**src/pdk_pkg.sv**
```systemverilog
// package for the front panel display, key scan and light pen controller
// assumes a 125 MHz system clock and a 32-bit apb register bus
package pdk_pkg;

    // ****************************************
    // clock and shift timing
    // ****************************************
    localparam int CLK_PERIOD_NS = 8;                  // system clock period
    localparam int SHIFT_HALF_NS = 500;                // least half period of panel clock
    localparam int SHIFT_HALF_CYC = (SHIFT_HALF_NS + CLK_PERIOD_NS - 1) / CLK_PERIOD_NS;
    localparam logic [7:0] HALF_LAST = 8'(SHIFT_HALF_CYC - 1);

    // ****************************************
    // frame geometry
    // ****************************************
    localparam logic [6:0] FRAME_BITS_LAST = 7'h47;    // nine bytes, 72 bits
    localparam logic [3:0] SEG_BYTE_COUNT = 4'h8;      // segment bytes before column byte
    localparam logic [2:0] KEY_BITS_LAST = 3'h7;       // eight key row bits
    localparam logic [3:0] KEY_COLS = 4'h6;            // key array columns
    localparam logic [3:0] NCOLS_RESET = 4'hf;         // multiplex columns after reset

    // ****************************************
    // register map, byte addresses
    // ****************************************
    localparam logic [11:0] ADDR_CTRL = 12'h000;
    localparam logic [11:0] ADDR_STATUS = 12'h004;
    localparam logic [11:0] ADDR_NCOLS = 12'h008;
    localparam logic [11:0] ADDR_KEY_BASE = 12'h010;   // six words, one per key column
    localparam logic [11:0] ADDR_KEY_END = 12'h024;
    localparam logic [2:0] SEG_WINDOW = 3'h1;          // addr[11:9]: 0x200..0x3fc

    // ctrl fields
    localparam int CTRL_RUN = 0;
    localparam int CTRL_STEP = 1;
    localparam int CTRL_HIT_CLR = 2;
    localparam int CTRL_FOLLOWER_N = 3;
    localparam int CTRL_COL_LSB = 4;
    // status fields
    localparam int STAT_BUSY = 0;
    localparam int STAT_HIT_N = 1;
    localparam int STAT_BUTTON = 2;
    localparam int STAT_RUN = 3;
    localparam int STAT_COL_LSB = 4;
    localparam int STAT_KEY_LSB = 8;

    // ****************************************
    // types
    // ****************************************
    typedef enum logic [2:0] {
        ST_IDLE, ST_BLANK, ST_SHIFT, ST_UNBLANK, ST_KEYSEL, ST_KEYSHIFT, ST_KEYEND
    } pdk_state_t;

    // pins toward the display board
    typedef struct packed {
        logic blank;                // high disables segment drivers; its fall loads key register
        logic display_shift_clock;
        logic display_serial_data;
        logic display_data_oe;
        logic scan_input_clock;
        logic scan_data_oe;         // key data driver enable
        logic scan_select_n;        // low selects the key path
    } pdk_panel_t;

    // pins of the chained light pen bus
    typedef struct packed {
        logic hit_out;
        logic hit_oe;
        logic clear_out;
        logic clear_oe;
    } pdk_pen_bus_t;

endpackage : pdk_pkg

```
**src/pdk_panel_ctrl.sv**
```systemverilog
// panel display refresh, key scan and light pen hit latch behind an apb slave
// assumes panel pins, pen pins and chained bus inputs are asynchronous to clk_in
//
// Chosen here: register access over APB and the address map.
`timescale 1ns/10ps

module pdk_panel_ctrl (
    // clock and reset
    input wire logic clk_in,
    input wire logic resetn_in,
    // apb slave
    input wire logic psel_in,
    input wire logic penable_in,
    input wire logic pwrite_in,
    input wire logic [11:0] paddr_in,
    input wire logic [31:0] pwdata_in,
    output logic [31:0] prdata_out,
    output logic pready_out,
    output logic pslverr_out,
    // display board
    output pdk_pkg::pdk_panel_t panel_out,
    input wire logic scan_input_data_in,
    // light pen
    input wire logic pen_light_pulse_in,
    input wire logic pen_button_in,
    // chained pen bus
    output pdk_pkg::pdk_pen_bus_t pen_bus_out,
    input wire logic pen_hit_line_in,
    input wire logic pen_clear_line_in,
    // event level toward the processor
    output logic pen_button_event_out
);

    // ****************************************
    // input synchronisers
    // ****************************************
    localparam int NSYNC = 4;
    logic [NSYNC-1:0] raw_in;       // asynchronous pins
    logic [NSYNC-1:0] sync1_r;      // first stage, read only by sync2
    logic [NSYNC-1:0] sync2_r;
    logic [NSYNC-1:0] sync3_r;
    logic [NSYNC-1:0] stable_r;     // accepted value
    logic [NSYNC-1:0] stable_nxt;
    logic key_data_s;
    logic pulse_s;
    logic button_s;
    logic hit_line_s;
    logic clear_line_s;
    logic [NSYNC-1:0] prev_r;       // stable value one cycle ago, for edges

    assign raw_in = {scan_input_data_in, pen_light_pulse_in, pen_button_in, pen_hit_line_in};

    // a change counts only once stages two and three agree
    always_comb begin
        for (int i = 0; i < NSYNC; i++) begin
            stable_nxt[i] = (sync2_r[i] == sync3_r[i]) ? sync3_r[i] : stable_r[i];
        end
    end

    // idle pin levels are high, pulled up
    always_ff @(posedge clk_in) begin
        if (!resetn_in) begin
            sync1_r <= '1;
            sync2_r <= '1;
            sync3_r <= '1;
            stable_r <= '1;
            prev_r <= '1;
        end else begin
            sync1_r <= raw_in;
            sync2_r <= sync1_r;
            sync3_r <= sync2_r;
            stable_r <= stable_nxt;
            prev_r <= stable_r;
        end
    end

    assign key_data_s = stable_r[3];
    assign pulse_s = stable_r[2];
    assign button_s = stable_r[1];
    assign hit_line_s = stable_r[0];

    // clear line has its own chain, idle low
    logic [2:0] clr_sync_r;
    logic [2:0] clr_sync_nxt;
    logic clr_stable_r;
    logic clr_stable_nxt;

    always_comb begin
        clr_sync_nxt = {clr_sync_r[1:0], pen_clear_line_in};
        clr_stable_nxt = (clr_sync_r[1] == clr_sync_r[2]) ? clr_sync_r[2] : clr_stable_r;
    end

    always_ff @(posedge clk_in) begin
        if (!resetn_in) begin
            clr_sync_r <= 3'h0;
            clr_stable_r <= 1'b0;
        end else begin
            clr_sync_r <= clr_sync_nxt;
            clr_stable_r <= clr_stable_nxt;
        end
    end
    assign clear_line_s = clr_stable_r;

    // ****************************************
    // register state
    // ****************************************
    logic run_r, run_nxt;                       // continuous refresh enable
    logic step_r, step_nxt;                     // one scan slot pending
    logic hit_clr_r, hit_clr_nxt;               // software clear level
    logic follower_n_r, follower_n_nxt;         // low: unit is a follower
    logic [3:0] step_col_r, step_col_nxt;       // column for a single slot
    logic [3:0] ncols_r, ncols_nxt;             // columns in the multiplex
    logic button_flag_r, button_flag_nxt;       // sticky pen button event
    logic [7:0] seg_mem [0:127];                // eight segment bytes per column
    logic [7:0] key_mem [0:5];                  // latest byte of each key column
    logic pen_hit_level_n;                      // active-low hit as software reads it

    // ****************************************
    // sequencer state
    // ****************************************
    pdk_pkg::pdk_state_t state_r, state_nxt;
    logic [7:0] half_r, half_nxt;               // cycles left in this half period
    logic phase_r, phase_nxt;                   // panel clock level
    logic [6:0] bit_r, bit_nxt;                 // bit index in the frame
    logic [3:0] col_r, col_nxt;                 // column being driven
    logic blank_r, blank_nxt;
    logic key_sel_n_r, key_sel_n_nxt;
    logic data_r, data_nxt;                     // serial output bit
    logic [7:0] key_sr_r, key_sr_nxt;           // incoming key bits
    logic [7:0] key_last_r, key_last_nxt;
    logic slot_clear;                           // clear hit at slot start
    logic key_store;                            // write key_mem this cycle
    logic half_done;
    logic [6:0] bit_ahead;                      // frame bit presented next
    logic [3:0] frame_byte;
    logic [7:0] cur_byte;
    logic [3:0] col_next_run;

    // ****************************************
    // apb access
    // ****************************************
    logic acc_write, acc_read;
    logic in_seg, in_key, mapped;
    logic [11:0] key_off;
    logic [2:0] key_idx;

    always_comb begin
        acc_write = psel_in & penable_in & pwrite_in;
        acc_read = psel_in & penable_in & ~pwrite_in;
        in_seg = (paddr_in[11:9] == pdk_pkg::SEG_WINDOW);
        in_key = (paddr_in >= pdk_pkg::ADDR_KEY_BASE) && (paddr_in <= pdk_pkg::ADDR_KEY_END)
                 && (paddr_in[1:0] == 2'h0);
        key_off = paddr_in - pdk_pkg::ADDR_KEY_BASE;
        key_idx = key_off[4:2];
        mapped = in_seg | in_key | (paddr_in == pdk_pkg::ADDR_CTRL)
                 | (paddr_in == pdk_pkg::ADDR_STATUS) | (paddr_in == pdk_pkg::ADDR_NCOLS);
    end

    // zero wait states; unmapped words answer with an error
    assign pready_out = 1'b1;
    assign pslverr_out = psel_in & penable_in & ~mapped;

    // read mux; zero wait states leave no cycle to register it
    logic [31:0] rdata_nxt;
    always_comb begin
        rdata_nxt = 32'h0;
        if (in_seg) begin
            rdata_nxt[7:0] = seg_mem[paddr_in[8:2]];
        end else if (in_key) begin
            rdata_nxt[7:0] = key_mem[key_idx];
        end else if (paddr_in == pdk_pkg::ADDR_CTRL) begin
            rdata_nxt[pdk_pkg::CTRL_RUN] = run_r;
            rdata_nxt[pdk_pkg::CTRL_STEP] = step_r;
            rdata_nxt[pdk_pkg::CTRL_HIT_CLR] = hit_clr_r;
            rdata_nxt[pdk_pkg::CTRL_FOLLOWER_N] = follower_n_r;
            rdata_nxt[pdk_pkg::CTRL_COL_LSB +: 4] = step_col_r;
        end else if (paddr_in == pdk_pkg::ADDR_STATUS) begin
            rdata_nxt[pdk_pkg::STAT_BUSY] = (state_r != pdk_pkg::ST_IDLE);
            rdata_nxt[pdk_pkg::STAT_HIT_N] = pen_hit_level_n;
            rdata_nxt[pdk_pkg::STAT_BUTTON] = button_flag_r;
            rdata_nxt[pdk_pkg::STAT_RUN] = run_r;
            rdata_nxt[pdk_pkg::STAT_COL_LSB +: 4] = col_r;
            rdata_nxt[pdk_pkg::STAT_KEY_LSB +: 8] = key_last_r;
        end else if (paddr_in == pdk_pkg::ADDR_NCOLS) begin
            rdata_nxt[3:0] = ncols_r;
        end
    end

    // combinational read path: data valid in the access phase
    assign prdata_out = rdata_nxt;

    // ****************************************
    // control registers
    // ****************************************
    logic button_fall;
    assign button_fall = prev_r[1] & ~button_s;

    always_comb begin
        run_nxt = run_r;
        step_nxt = step_r;
        hit_clr_nxt = hit_clr_r;
        follower_n_nxt = follower_n_r;
        step_col_nxt = step_col_r;
        ncols_nxt = ncols_r;
        button_flag_nxt = button_flag_r;
        if (acc_write && paddr_in == pdk_pkg::ADDR_CTRL) begin
            run_nxt = pwdata_in[pdk_pkg::CTRL_RUN];
            step_nxt = step_r | pwdata_in[pdk_pkg::CTRL_STEP];
            hit_clr_nxt = pwdata_in[pdk_pkg::CTRL_HIT_CLR];
            follower_n_nxt = pwdata_in[pdk_pkg::CTRL_FOLLOWER_N];
            step_col_nxt = pwdata_in[pdk_pkg::CTRL_COL_LSB +: 4];
        end
        if (acc_write && paddr_in == pdk_pkg::ADDR_NCOLS) begin
            ncols_nxt = pwdata_in[3:0];
        end
        // write one to clear; a new event in the same cycle wins
        if (acc_write && paddr_in == pdk_pkg::ADDR_STATUS && pwdata_in[pdk_pkg::STAT_BUTTON]) begin
            button_flag_nxt = 1'b0;
        end
        if (button_fall) begin
            button_flag_nxt = 1'b1;
            run_nxt = 1'b0;
        end
        // the pending step is consumed when its slot starts
        if (state_r == pdk_pkg::ST_IDLE && !run_r && step_r) begin
            step_nxt = 1'b0;
        end
    end

    always_ff @(posedge clk_in) begin
        if (!resetn_in) begin
            run_r <= 1'b0;
            step_r <= 1'b0;
            hit_clr_r <= 1'b0;
            follower_n_r <= 1'b1;
            step_col_r <= 4'h0;
            ncols_r <= pdk_pkg::NCOLS_RESET;
            button_flag_r <= 1'b0;
        end else begin
            run_r <= run_nxt;
            step_r <= step_nxt;
            hit_clr_r <= hit_clr_nxt;
            follower_n_r <= follower_n_nxt;
            step_col_r <= step_col_nxt;
            ncols_r <= ncols_nxt;
            button_flag_r <= button_flag_nxt;
        end
    end

    // memories need no reset; software fills seg_mem before running, key scans fill key_mem
    always_ff @(posedge clk_in) begin
        if (acc_write && in_seg) begin
            seg_mem[paddr_in[8:2]] <= pwdata_in[7:0];
        end
        if (key_store) begin
            key_mem[col_r[2:0]] <= key_sr_r;
        end
    end


    // ****************************************
    // refresh and key scan sequencer
    // ****************************************
    always_comb begin
        half_done = (half_r == 8'h0);
        // byte of the bit about to go out, so a byte boundary picks the next byte
        bit_ahead = (state_r == pdk_pkg::ST_SHIFT) ? bit_r + 7'h1 : 7'h0;
        frame_byte = bit_ahead[6:3];
        // segment bytes go first so the column byte lands in the first stage
        if (frame_byte < pdk_pkg::SEG_BYTE_COUNT) begin
            cur_byte = seg_mem[{col_r, frame_byte[2:0]}];
        end else begin
            cur_byte = {4'h0, col_r};
        end
        col_next_run = (col_r + 4'h1 >= ncols_r) ? 4'h0 : col_r + 4'h1;
    end

    always_comb begin
        state_nxt = state_r;
        half_nxt = half_done ? pdk_pkg::HALF_LAST : half_r - 8'h1;
        phase_nxt = phase_r;
        bit_nxt = bit_r;
        col_nxt = col_r;
        blank_nxt = blank_r;
        key_sel_n_nxt = key_sel_n_r;
        data_nxt = data_r;
        key_sr_nxt = key_sr_r;
        key_last_nxt = key_last_r;
        slot_clear = 1'b0;
        key_store = 1'b0;
        case (state_r)
            pdk_pkg::ST_IDLE: begin
                half_nxt = pdk_pkg::HALF_LAST;
                phase_nxt = 1'b1;
                if (run_r) begin
                    blank_nxt = 1'b1;
                    state_nxt = pdk_pkg::ST_BLANK;
                end else if (step_r) begin
                    // single column of a pen scan: hit flop cleared first
                    col_nxt = step_col_r;
                    slot_clear = 1'b1;
                    blank_nxt = 1'b1;
                    state_nxt = pdk_pkg::ST_BLANK;
                end
            end
            pdk_pkg::ST_BLANK: begin
                if (half_done) begin
                    bit_nxt = 7'h0;
                    phase_nxt = 1'b0;
                    data_nxt = cur_byte[~bit_ahead[2:0]];
                    state_nxt = pdk_pkg::ST_SHIFT;
                end
            end
            pdk_pkg::ST_SHIFT: begin
                if (half_done) begin
                    phase_nxt = ~phase_r;
                    if (phase_r) begin
                        // falling edge: next bit, msb first
                        if (bit_r == pdk_pkg::FRAME_BITS_LAST) begin
                            state_nxt = pdk_pkg::ST_UNBLANK;
                            phase_nxt = 1'b1;
                        end else begin
                            bit_nxt = bit_r + 7'h1;
                        end
                    end
                end
                if (half_done && phase_r && bit_r != pdk_pkg::FRAME_BITS_LAST) begin
                    data_nxt = cur_byte[~bit_ahead[2:0]];
                end
            end
            pdk_pkg::ST_UNBLANK: begin
                if (half_done) begin
                    blank_nxt = 1'b0;
                    state_nxt = pdk_pkg::ST_KEYSEL;
                end
            end
            pdk_pkg::ST_KEYSEL: begin
                if (half_done) begin
                    key_sel_n_nxt = 1'b0;
                    bit_nxt = 7'h0;
                    phase_nxt = 1'b0;
                    state_nxt = pdk_pkg::ST_KEYSHIFT;
                end
            end
            pdk_pkg::ST_KEYSHIFT: begin
                if (half_done) begin
                    phase_nxt = ~phase_r;
                    if (!phase_r) begin
                        // sample just before the rising edge moves the rows
                        key_sr_nxt = {key_sr_r[6:0], key_data_s};
                    end else if (bit_r[2:0] == pdk_pkg::KEY_BITS_LAST) begin
                        // park high, else the display clock dips once select returns
                        phase_nxt = 1'b1;
                        state_nxt = pdk_pkg::ST_KEYEND;
                    end else begin
                        bit_nxt = bit_r + 7'h1;
                    end
                end
            end
            pdk_pkg::ST_KEYEND: begin
                key_sel_n_nxt = 1'b1;
                key_last_nxt = key_sr_r;
                key_store = (col_r < pdk_pkg::KEY_COLS);
                if (run_r) begin
                    col_nxt = col_next_run;
                end
                state_nxt = pdk_pkg::ST_IDLE;
            end
            default: begin
                state_nxt = pdk_pkg::ST_IDLE;
            end
        endcase
    end

    always_ff @(posedge clk_in) begin
        if (!resetn_in) begin
            state_r <= pdk_pkg::ST_IDLE;
            half_r <= pdk_pkg::HALF_LAST;
            phase_r <= 1'b1;
            bit_r <= 7'h0;
            col_r <= 4'h0;
            blank_r <= 1'b0;
            key_sel_n_r <= 1'b1;
            data_r <= 1'b1;
            key_sr_r <= 8'h0;
            key_last_r <= 8'h0;
        end else begin
            state_r <= state_nxt;
            half_r <= half_nxt;
            phase_r <= phase_nxt;
            bit_r <= bit_nxt;
            col_r <= col_nxt;
            blank_r <= blank_nxt;
            key_sel_n_r <= key_sel_n_nxt;
            data_r <= data_nxt;
            key_sr_r <= key_sr_nxt;
            key_last_r <= key_last_nxt;
        end
    end

    // ****************************************
    // panel pin steering
    // ****************************************
    // the idle clock level is high on both paths
    always_comb begin
        panel_out.blank = blank_r;
        panel_out.display_shift_clock = key_sel_n_r ? phase_r : 1'b1;
        panel_out.scan_input_clock = key_sel_n_r ? 1'b1 : phase_r;
        panel_out.display_serial_data = data_r;
        panel_out.display_data_oe = key_sel_n_r;
        panel_out.scan_data_oe = ~key_sel_n_r;
        panel_out.scan_select_n = key_sel_n_r;
    end

    // ****************************************
    // light pen hit latch
    // ****************************************
    logic hit_r, hit_nxt;
    logic pulse_rise;
    logic clear_any;
    logic clr_pulse_r;                                                  // slot clear, one cycle

    assign pulse_rise = ~prev_r[2] & pulse_s;
    // a follower's clear reaches the master over the shared line
    assign clear_any = hit_clr_r | clr_pulse_r | (follower_n_r & clear_line_s);

    always_comb begin
        hit_nxt = hit_r;
        if (clear_any) begin
            hit_nxt = 1'b0;
        end
        if (pulse_rise) begin
            hit_nxt = 1'b1;
        end
    end

    always_ff @(posedge clk_in) begin
        if (!resetn_in) begin
            hit_r <= 1'b0;
            clr_pulse_r <= 1'b0;
        end else begin
            hit_r <= hit_nxt;
            clr_pulse_r <= slot_clear;
        end
    end

    // a follower watches the master's flop on the shared line
    assign pen_hit_level_n = follower_n_r ? ~hit_r : hit_line_s;

    always_comb begin
        pen_bus_out.hit_out = ~hit_r;
        pen_bus_out.hit_oe = follower_n_r;
        pen_bus_out.clear_out = 1'b1;
        pen_bus_out.clear_oe = hit_clr_r | clr_pulse_r;
    end

    assign pen_button_event_out = button_flag_r;

endmodule : pdk_panel_ctrl

```
**config.mk**
```make
export PLATFORM = sky130hd
export DESIGN_NAME = pdk_panel_ctrl
export DESIGN_NICKNAME = d
export VERILOG_FILES = /design/src/pdk_pkg.sv /design/src/pdk_panel_ctrl.sv
export SDC_FILE = /design/constraint.sdc
export NUM_CORES = 2
export LEC_CHECK = 0
export BUFFER_PORTS_ARGS = -buffer_cell sky130_fd_sc_hd__clkbuf_2
export CORE_ASPECT_RATIO = 0.5
export CORE_MARGIN = 2
export CORE_UTILIZATION = 40
export DETAILED_ROUTE_END_ITERATION = 8
export HOLD_SLACK_MARGIN = 0.03
export PLACE_DENSITY = 0.63
export SYNTH_ARGS = -nofsm -noshare
export SYNTH_HDL_FRONTEND = slang
export SYNTH_SLANG_ARGS = --single-unit
```
**constraint.sdc**
```tcl
create_clock -name clk_in -period 5 [get_ports clk_in]
set_input_delay 0.75 -clock clk_in [delete_from_list [all_inputs] [get_ports clk_in]]
set_output_delay 0.75 -clock clk_in [all_outputs]
set_load 0.03 [all_outputs]
```
# [Yosys cells after proc, flatten, opt, wreduce, memory -nomap -nowiden]
# Memory sizes are Yosys's and may differ from the RTL's.
# Cells that the tools add are included.
[totals] elab_cells=201 ramBits=1072 ff_bits=80 in_bits=54 memories=2
[op_classes] mux=66 n_eq_ne=34 bitwise_logic=22 add_sub_neg=4 magnitude_cmp=6 reduce_logical=38
[memory_table] memory="seg_mem" depth=128 word_bits=8 read_ports=2 rd_clocked_by_memory_dff=0 write_ports=1 line_no="pdk_panel_ctrl.sv:114" text="logic [7:0] seg_mem [0:127];"
[memory_table] memory="key_mem" depth=6 word_bits=8 read_ports=1 rd_clocked_by_memory_dff=0 write_ports=1 line_no="pdk_panel_ctrl.sv:115" text="logic [7:0] key_mem [0:5];"
[ops] operator="two-way mux 7 bit" n=8
[ops] operator="two-way mux 8 bit" n=7
[ops] operator="two-way mux 3 bit" n=11
[ops] operator="inequality test 2 bit (second input constant)" n=13
[ops] operator="two-way mux 1 bit" n=25
[ops] operator="two-way mux 4 bit" n=6
[ops] operator="one-hot mux 7 bit (3 select lines)" n=1
[ops] operator="one-hot mux 3 bit (6 select lines)" n=1
[ops] operator="equality test 12 x 3 -> 1 bit (second input constant)" n=1
[ops] operator="equality test 12 x 4 -> 1 bit (second input constant)" n=1
[ops] operator="equality test 3 bit (second input constant)" n=4
[ops] operator="greater-or-equal comparator 12 x 5 -> 1 bit (second input constant)" n=1
[ops] operator="<= comparator 12 x 6 -> 1 bit (second input constant)" n=1
[ops] operator="zero test 12 bit" n=1
[ops] operator="two-way mux 12 bit" n=1
[ops] operator="nonzero test 2 bit" n=6
[ops] operator="logical AND 1 bit" n=11
[ops] operator="AND reduction 10 bit" n=1
[ops] operator="AND reduction 3 bit" n=3
[ops] operator="zero test 8 bit" n=1
[ops] operator="inverter 1 bit" n=8
[ops] operator="one-hot mux 4 bit (2 select lines)" n=1
[ops] operator="AND reduction 4 bit" n=2
[ops] operator="AND reduction 8 bit" n=1
[ops] operator="other kinds (29)" n=54

# [Depth between registers and ports, before layout]
[logic_depth] word_depth=9 depth_mapped=17 ltp_nobuf=12

# [Least setup slack after synthesis]
# Ideal clock, no wire load.
[synth_path] kind="input port to output port" startpoint="in paddr_in[2]" endpoint="out prdata_out[7]" stages=9 t_required_ns=4.250 arrival_ns=3.901 slack_ns=0.349 path_cell_list="clkbuf_1 buf_2 buf_1 buf_1 mux4_2 mux4_2 mux4_2 mux2i_1 o21ai_0"
[synth_via] elab_chain_len=5 word_cells_on_any_way=13 cone_classes="add/sub (1); order compare (2); eq/ne (1); mux (4); reduce/logical (3); memory (2)"
[synth_lines] element="from (decl)" line_no="pdk_panel_ctrl.sv:15" text="input wire logic [11:0] paddr_in,"
[synth_lines] element="parallel branches: the longest is 4 deep, another holds memory read (6 x 8 bit)"
[synth_lines] element="two-way mux 8 bit (*)" line_no="pdk_panel_ctrl.sv:167" text="if (in_seg) begin"
[synth_lines] element="to (decl)" line_no="pdk_panel_ctrl.sv:17" text="output logic [31:0] prdata_out,"
# Mark *: on every way between the ends.

# [Worst setup path after layout]
[layout_path] startpoint="in paddr_in[3]" endpoint="out prdata_out[0]"
[layout_via] elab_chain_len=6 word_cells_on_any_way=15 cone_classes="add/sub (1); order compare (2); eq/ne (2); mux (5); reduce/logical (3); memory (2)"
[layout_lines] element="parallel branches: the longest is 5 deep, another holds memory read (6 x 8 bit)"
[layout_lines] element="two-way mux 8 bit (*)" line_no="pdk_panel_ctrl.sv:167"
# Marked as above.

==> summary.txt <==
================================================================================
Antenna viol nets, final                                                       0
Maximum capacitance violations                                                 0
Die W                                                                     525 um
Placed insts                                                                5774
Final routed DRC violation total                                               0
Synth Instances                                                             3814
Top post-synthesis cells by area                                    sky130_fd_sc_hd__edfxtp_1, sky130_fd_sc_hd__mux4_2, sky130_fd_sc_hd__nand2_1, sky130_fd_sc_hd__dfxtp_1, sky130_fd_sc_hd__mux2i_1
Top-level port count                                                         100
Arrival time worst endpoint                                              4.07 ns
GRT Residual Overflow                                                          0
Worst Reg-to-Reg Cells                                                        14
Endpoint type of the worst setup path                               primary output
Drt wl/cell                                                              35.2 um
Total negative slack                                                        0 ns
Setup CP Type                                                          in -> out
Global routing's busiest layer                                              met2
Top-area cell type share of the netlist area                               59.2%
Post-route cell area                                                   62900 um2
Ordered list of cells on the worst path                             buf_8 > buf_12 > buf_12 > mux4_2 > mux4_2 > mux4_2 > a211oi_1 > a21oi_1 > clkbuf_2
Standard-cell rows                                                            95
GPL Wtd Cong                                                                1.01
Predominant post-synthesis flop cell                                sky130_fd_sc_hd__edfxtp_1
Run status                                                          finished, final reports clean
Type of element launching the critical path                         primary input
Pint                                                                     15.6 mW
Fraction of layout instances using a drive strength above 1                24.9%
Share of the core filled with cells                                        46.8%
Final hold violations                                                          0
Crit path buf inv count                                                        4
Met1 usage                                                                 38.8%
Total Power                                                              20.1 mW
Switching fraction of total power                                          22.5%
Area added between synthesis and finish                                    15.7%
Cts bufs inserted                                                            108
Initial drt markers                                                         7901
Antenna violations before repair                                              12
Nets                                                                        4153
Crit-path max FO                                                              30
Worst Hold Depth                                                               2
Leading cell type in the layout, fill and taps excluded             sky130_fd_sc_hd__edfxtp_1
Final Slew Violations                                                          0
First-pass GRT wire length                                                291 mm
Setup Skew                                                             0.0231 ns
Met3 global-route usage                                                    12.5%
Cell family contributing the most delay on the critical path        multiplexers
Slew HR                                                                    13.6%
Cell type contributing the most total cell area after synthesis     sky130_fd_sc_hd__edfxtp_1
Share of async-settable or async-resettable flops after synthesis             0%
Post-CTS Setup Inserts                                                         0
Number of failing setup endpoints in the final timing report                   0
Number of hold buffers added after CTS                                         0
Overall Global Routing Usage                                               29.6%
Pre-CTS worst setup slack                                               0.295 ns
Vias per cell                                                               6.74
Relative contribution of sequential cells to total power                   52.4%
Flip-flop and latch count after synthesis                                   1151
Endpoint, Worst Hold                                                  sync1_r[1]
Die area                                                              139000 um2
Leakage power of the design                                              20.6 nW
Yosys warning count                                                            0
Highest clock frequency the design can meet                            0.208 GHz
Number of distinct library cells after synthesis                              77
Final cell count without fillers                                            5978
Dominant cell type by count on the critical path                    sky130_fd_sc_hd__mux4_2
Worst hold path class                                                  in -> reg
Largest net degree at the start of global routing                             86
Commonest cells after routing, fill and taps aside                  sky130_fd_sc_hd__edfxtp_1, sky130_fd_sc_hd__nand2_1, sky130_fd_sc_hd__buf_4
Sequential area share after synthesis                                      62.1%
Synth Cell Area                                                        54400 um2
Post-synth EDFFs                                                            1072
DIE HEIGHT                                                                265 um
Unrepaired setup endpoints after global routing                            false
CTS tree                                                                    done
Longest Clk Path Bufs                                                          3
Root buffer selected by CTS                                         sky130_fd_sc_hd__clkbuf_16
Crit path max-delay cell type                                       sky130_fd_sc_hd__mux4_2
Clock share of power                                                       41.7%
Endpoint of the worst-slack reg-to-reg timing path                        data_r
Switching pwr                                                            4.54 mW
Worst-Margin Slew                                                        1.30 ns
Fin crit share                                                             96.3%
Total routed wirelength                                                   210 mm
Sequential Area                                                        33800 um2
Hold path startpoint                                                pen_button_in
Required time worst endpoint                                             4.25 ns
Clock Pin Slew Worst Setup and Hold Paths                                0.06 ns
FF-to-FF Start                                                          bit_r[1]
Peak per-stage delay on the critical path                                0.63 ns
Standard cell core area                                               135000 um2
Setup slack after layout                                                0.184 ns
Starting Density                                                           40.4%
Worst skew pair latency                                                  0.73 ns
PD cells                                                              320 nW/um2
Vias in the first global route                                             37738
Placed wire-length estimate after detailed placement                      141 mm
TritonRoute pass-1 iters                                                       7
Setup slack, reg-to-reg                                                  0.32 ns
Synthesized area per cell                                               14.3 um2
Multi-input logic area                                                 19400 um2
Maximum resistive drop on vdd                                         0.000270 V
Cell area after placement                                              59400 um2
Final Hold Slack                                                        0.203 ns
Depth of the CTS H-tree                                                        3
Count of fill cells added during filler insertion                          11573
Shortest clock period the worst path allows after layout                 4.82 ns
Combinational fraction of design power                                      6.0%
Vias after detailed routing                                                40310
Sink count of the clock tree                                                1151
Met2 track utilization from global routing                                 42.5%
Post_cts resized                                                               0
Port buffer count                                                             57
================================================================================
-- worst max-delay path by stage --
| stage | startpoint | to | slack, ns | cells past startpoint |
|---|---|---|---|---|
| floorplan | paddr_in[2] | prdata_out[7] | 0.35 | 9 |
| global placement | paddr_in[2] | prdata_out[0] | 0.30 | 10 |
| detailed placement | paddr_in[2] | prdata_out[0] | 0.29 | 10 |
| CTS | paddr_in[2] | prdata_out[0] | 0.30 | 10 |
| global route | paddr_in[2] | prdata_out[0] | 0.21 | 9 |
| finish | paddr_in[3] | prdata_out[0] | 0.18 | 9 |
-- power by group through the flow --
stage | Combinational [mW] | Clock (mW) | Sequential (mW)
global route | 1.23 | 8.75 | 10.5
CTS | 1.16 | 8.40 | 10.5
floorplan | 0.643 | 0 | 10.7
finish | 1.20 | 8.38 | 10.5
detailed placement | 1.16 | 0 | 10.7
global placement | 1.14 | 0 | 10.7
-- layer usage --
layer  routed length, um  part of all wire [%]
met5                  93                 0.044
met1               74600                    35
met3               35400                    17
met2               88600                    42
met4               11600                   5.5
-- cells in the mapped netlist (6+ instances only) --
master,instances
sky130_fd_sc_hd__a2111oi_0,7
sky130_fd_sc_hd__a211oi_1,20
sky130_fd_sc_hd__a21boi_0,6
sky130_fd_sc_hd__a21oi_1,147
sky130_fd_sc_hd__a221o_1,18
sky130_fd_sc_hd__a221oi_1,29
sky130_fd_sc_hd__a22o_1,9
sky130_fd_sc_hd__a22oi_1,7
sky130_fd_sc_hd__a311oi_1,9
sky130_fd_sc_hd__a31oi_1,50
sky130_fd_sc_hd__a32oi_1,18
sky130_fd_sc_hd__and2_1,22
sky130_fd_sc_hd__and3_1,29
sky130_fd_sc_hd__buf_1,61
sky130_fd_sc_hd__buf_2,52
sky130_fd_sc_hd__buf_4,24
sky130_fd_sc_hd__clkbuf_1,173
sky130_fd_sc_hd__dfxtp_1,79
sky130_fd_sc_hd__edfxtp_1,1072
sky130_fd_sc_hd__ha_1,9
sky130_fd_sc_hd__inv_1,14
sky130_fd_sc_hd__mux2_2,36
sky130_fd_sc_hd__mux2i_1,138
sky130_fd_sc_hd__mux4_2,343
sky130_fd_sc_hd__nand2_1,523
sky130_fd_sc_hd__nand2b_1,29
sky130_fd_sc_hd__nand3_1,152
sky130_fd_sc_hd__nand4_1,20
sky130_fd_sc_hd__nor2_1,270
sky130_fd_sc_hd__nor2b_1,17
sky130_fd_sc_hd__nor3_1,33
sky130_fd_sc_hd__nor3b_1,7
sky130_fd_sc_hd__nor4_1,7
sky130_fd_sc_hd__o2111ai_1,12
sky130_fd_sc_hd__o211ai_1,49
sky130_fd_sc_hd__o21ai_0,103
sky130_fd_sc_hd__o221ai_1,65
sky130_fd_sc_hd__o22ai_1,37
sky130_fd_sc_hd__or3_1,17
sky130_fd_sc_hd__xnor2_1,9
sky130_fd_sc_hd__xor2_1,7
-- cell type report --
cell class / count / area share (%)
Multi-Input combinational cell: 2350 / 30.8
Clock buffer: 129 / 4.50
Inverter: 15 / 0.0895
Antenna cell: 3 / 0.0119
Clock inverter: 72 / 1.04
Sequential cell: 1151 / 53.7
Timing Repair Buffer: 464 / 6.26
Tap cell: 1794 / 3.57
-- flip-flops by register name, indices dropped and copies added, names as in the netlist, 7 cells and up --
register / count
seg_mem: 1024
key_mem: 48
half_r: 8
key_last_r: 8
key_sr_r: 8
bit_r: 7
-- worst register-to-register path, cell delays in order (launching register included) --
cell                        delay [ns]
sky130_fd_sc_hd__dfxtp_1          0.53
sky130_fd_sc_hd__ha_1             0.37
sky130_fd_sc_hd__nand3_1          0.20
sky130_fd_sc_hd__xnor2_2          0.65
sky130_fd_sc_hd__buf_4            0.36
sky130_fd_sc_hd__buf_4            0.26
sky130_fd_sc_hd__mux2i_1          0.10
sky130_fd_sc_hd__a2111oi_0        0.46
sky130_fd_sc_hd__nor2_1           0.16
sky130_fd_sc_hd__a22oi_1          0.17
sky130_fd_sc_hd__nand4_1          0.41
sky130_fd_sc_hd__a221oi_1         0.49
sky130_fd_sc_hd__a211oi_1         0.11
sky130_fd_sc_hd__a211oi_2         0.22
sky130_fd_sc_hd__o31a_1           0.15
-- cells by family after synthesis --
kind of cell               share of synthesized area (%)
and+or+nand+nor                                     9.22
muxes                                               17.5
DFF                                                 62.1
buffers and inverters                               2.61
other                                             0.0138
xor gates and xnor gates                           0.258
AOI/OAI and AO/OA                                   8.09
adders and majority gates                          0.207
Note: power is estimated with default switching activity, not from simulation.
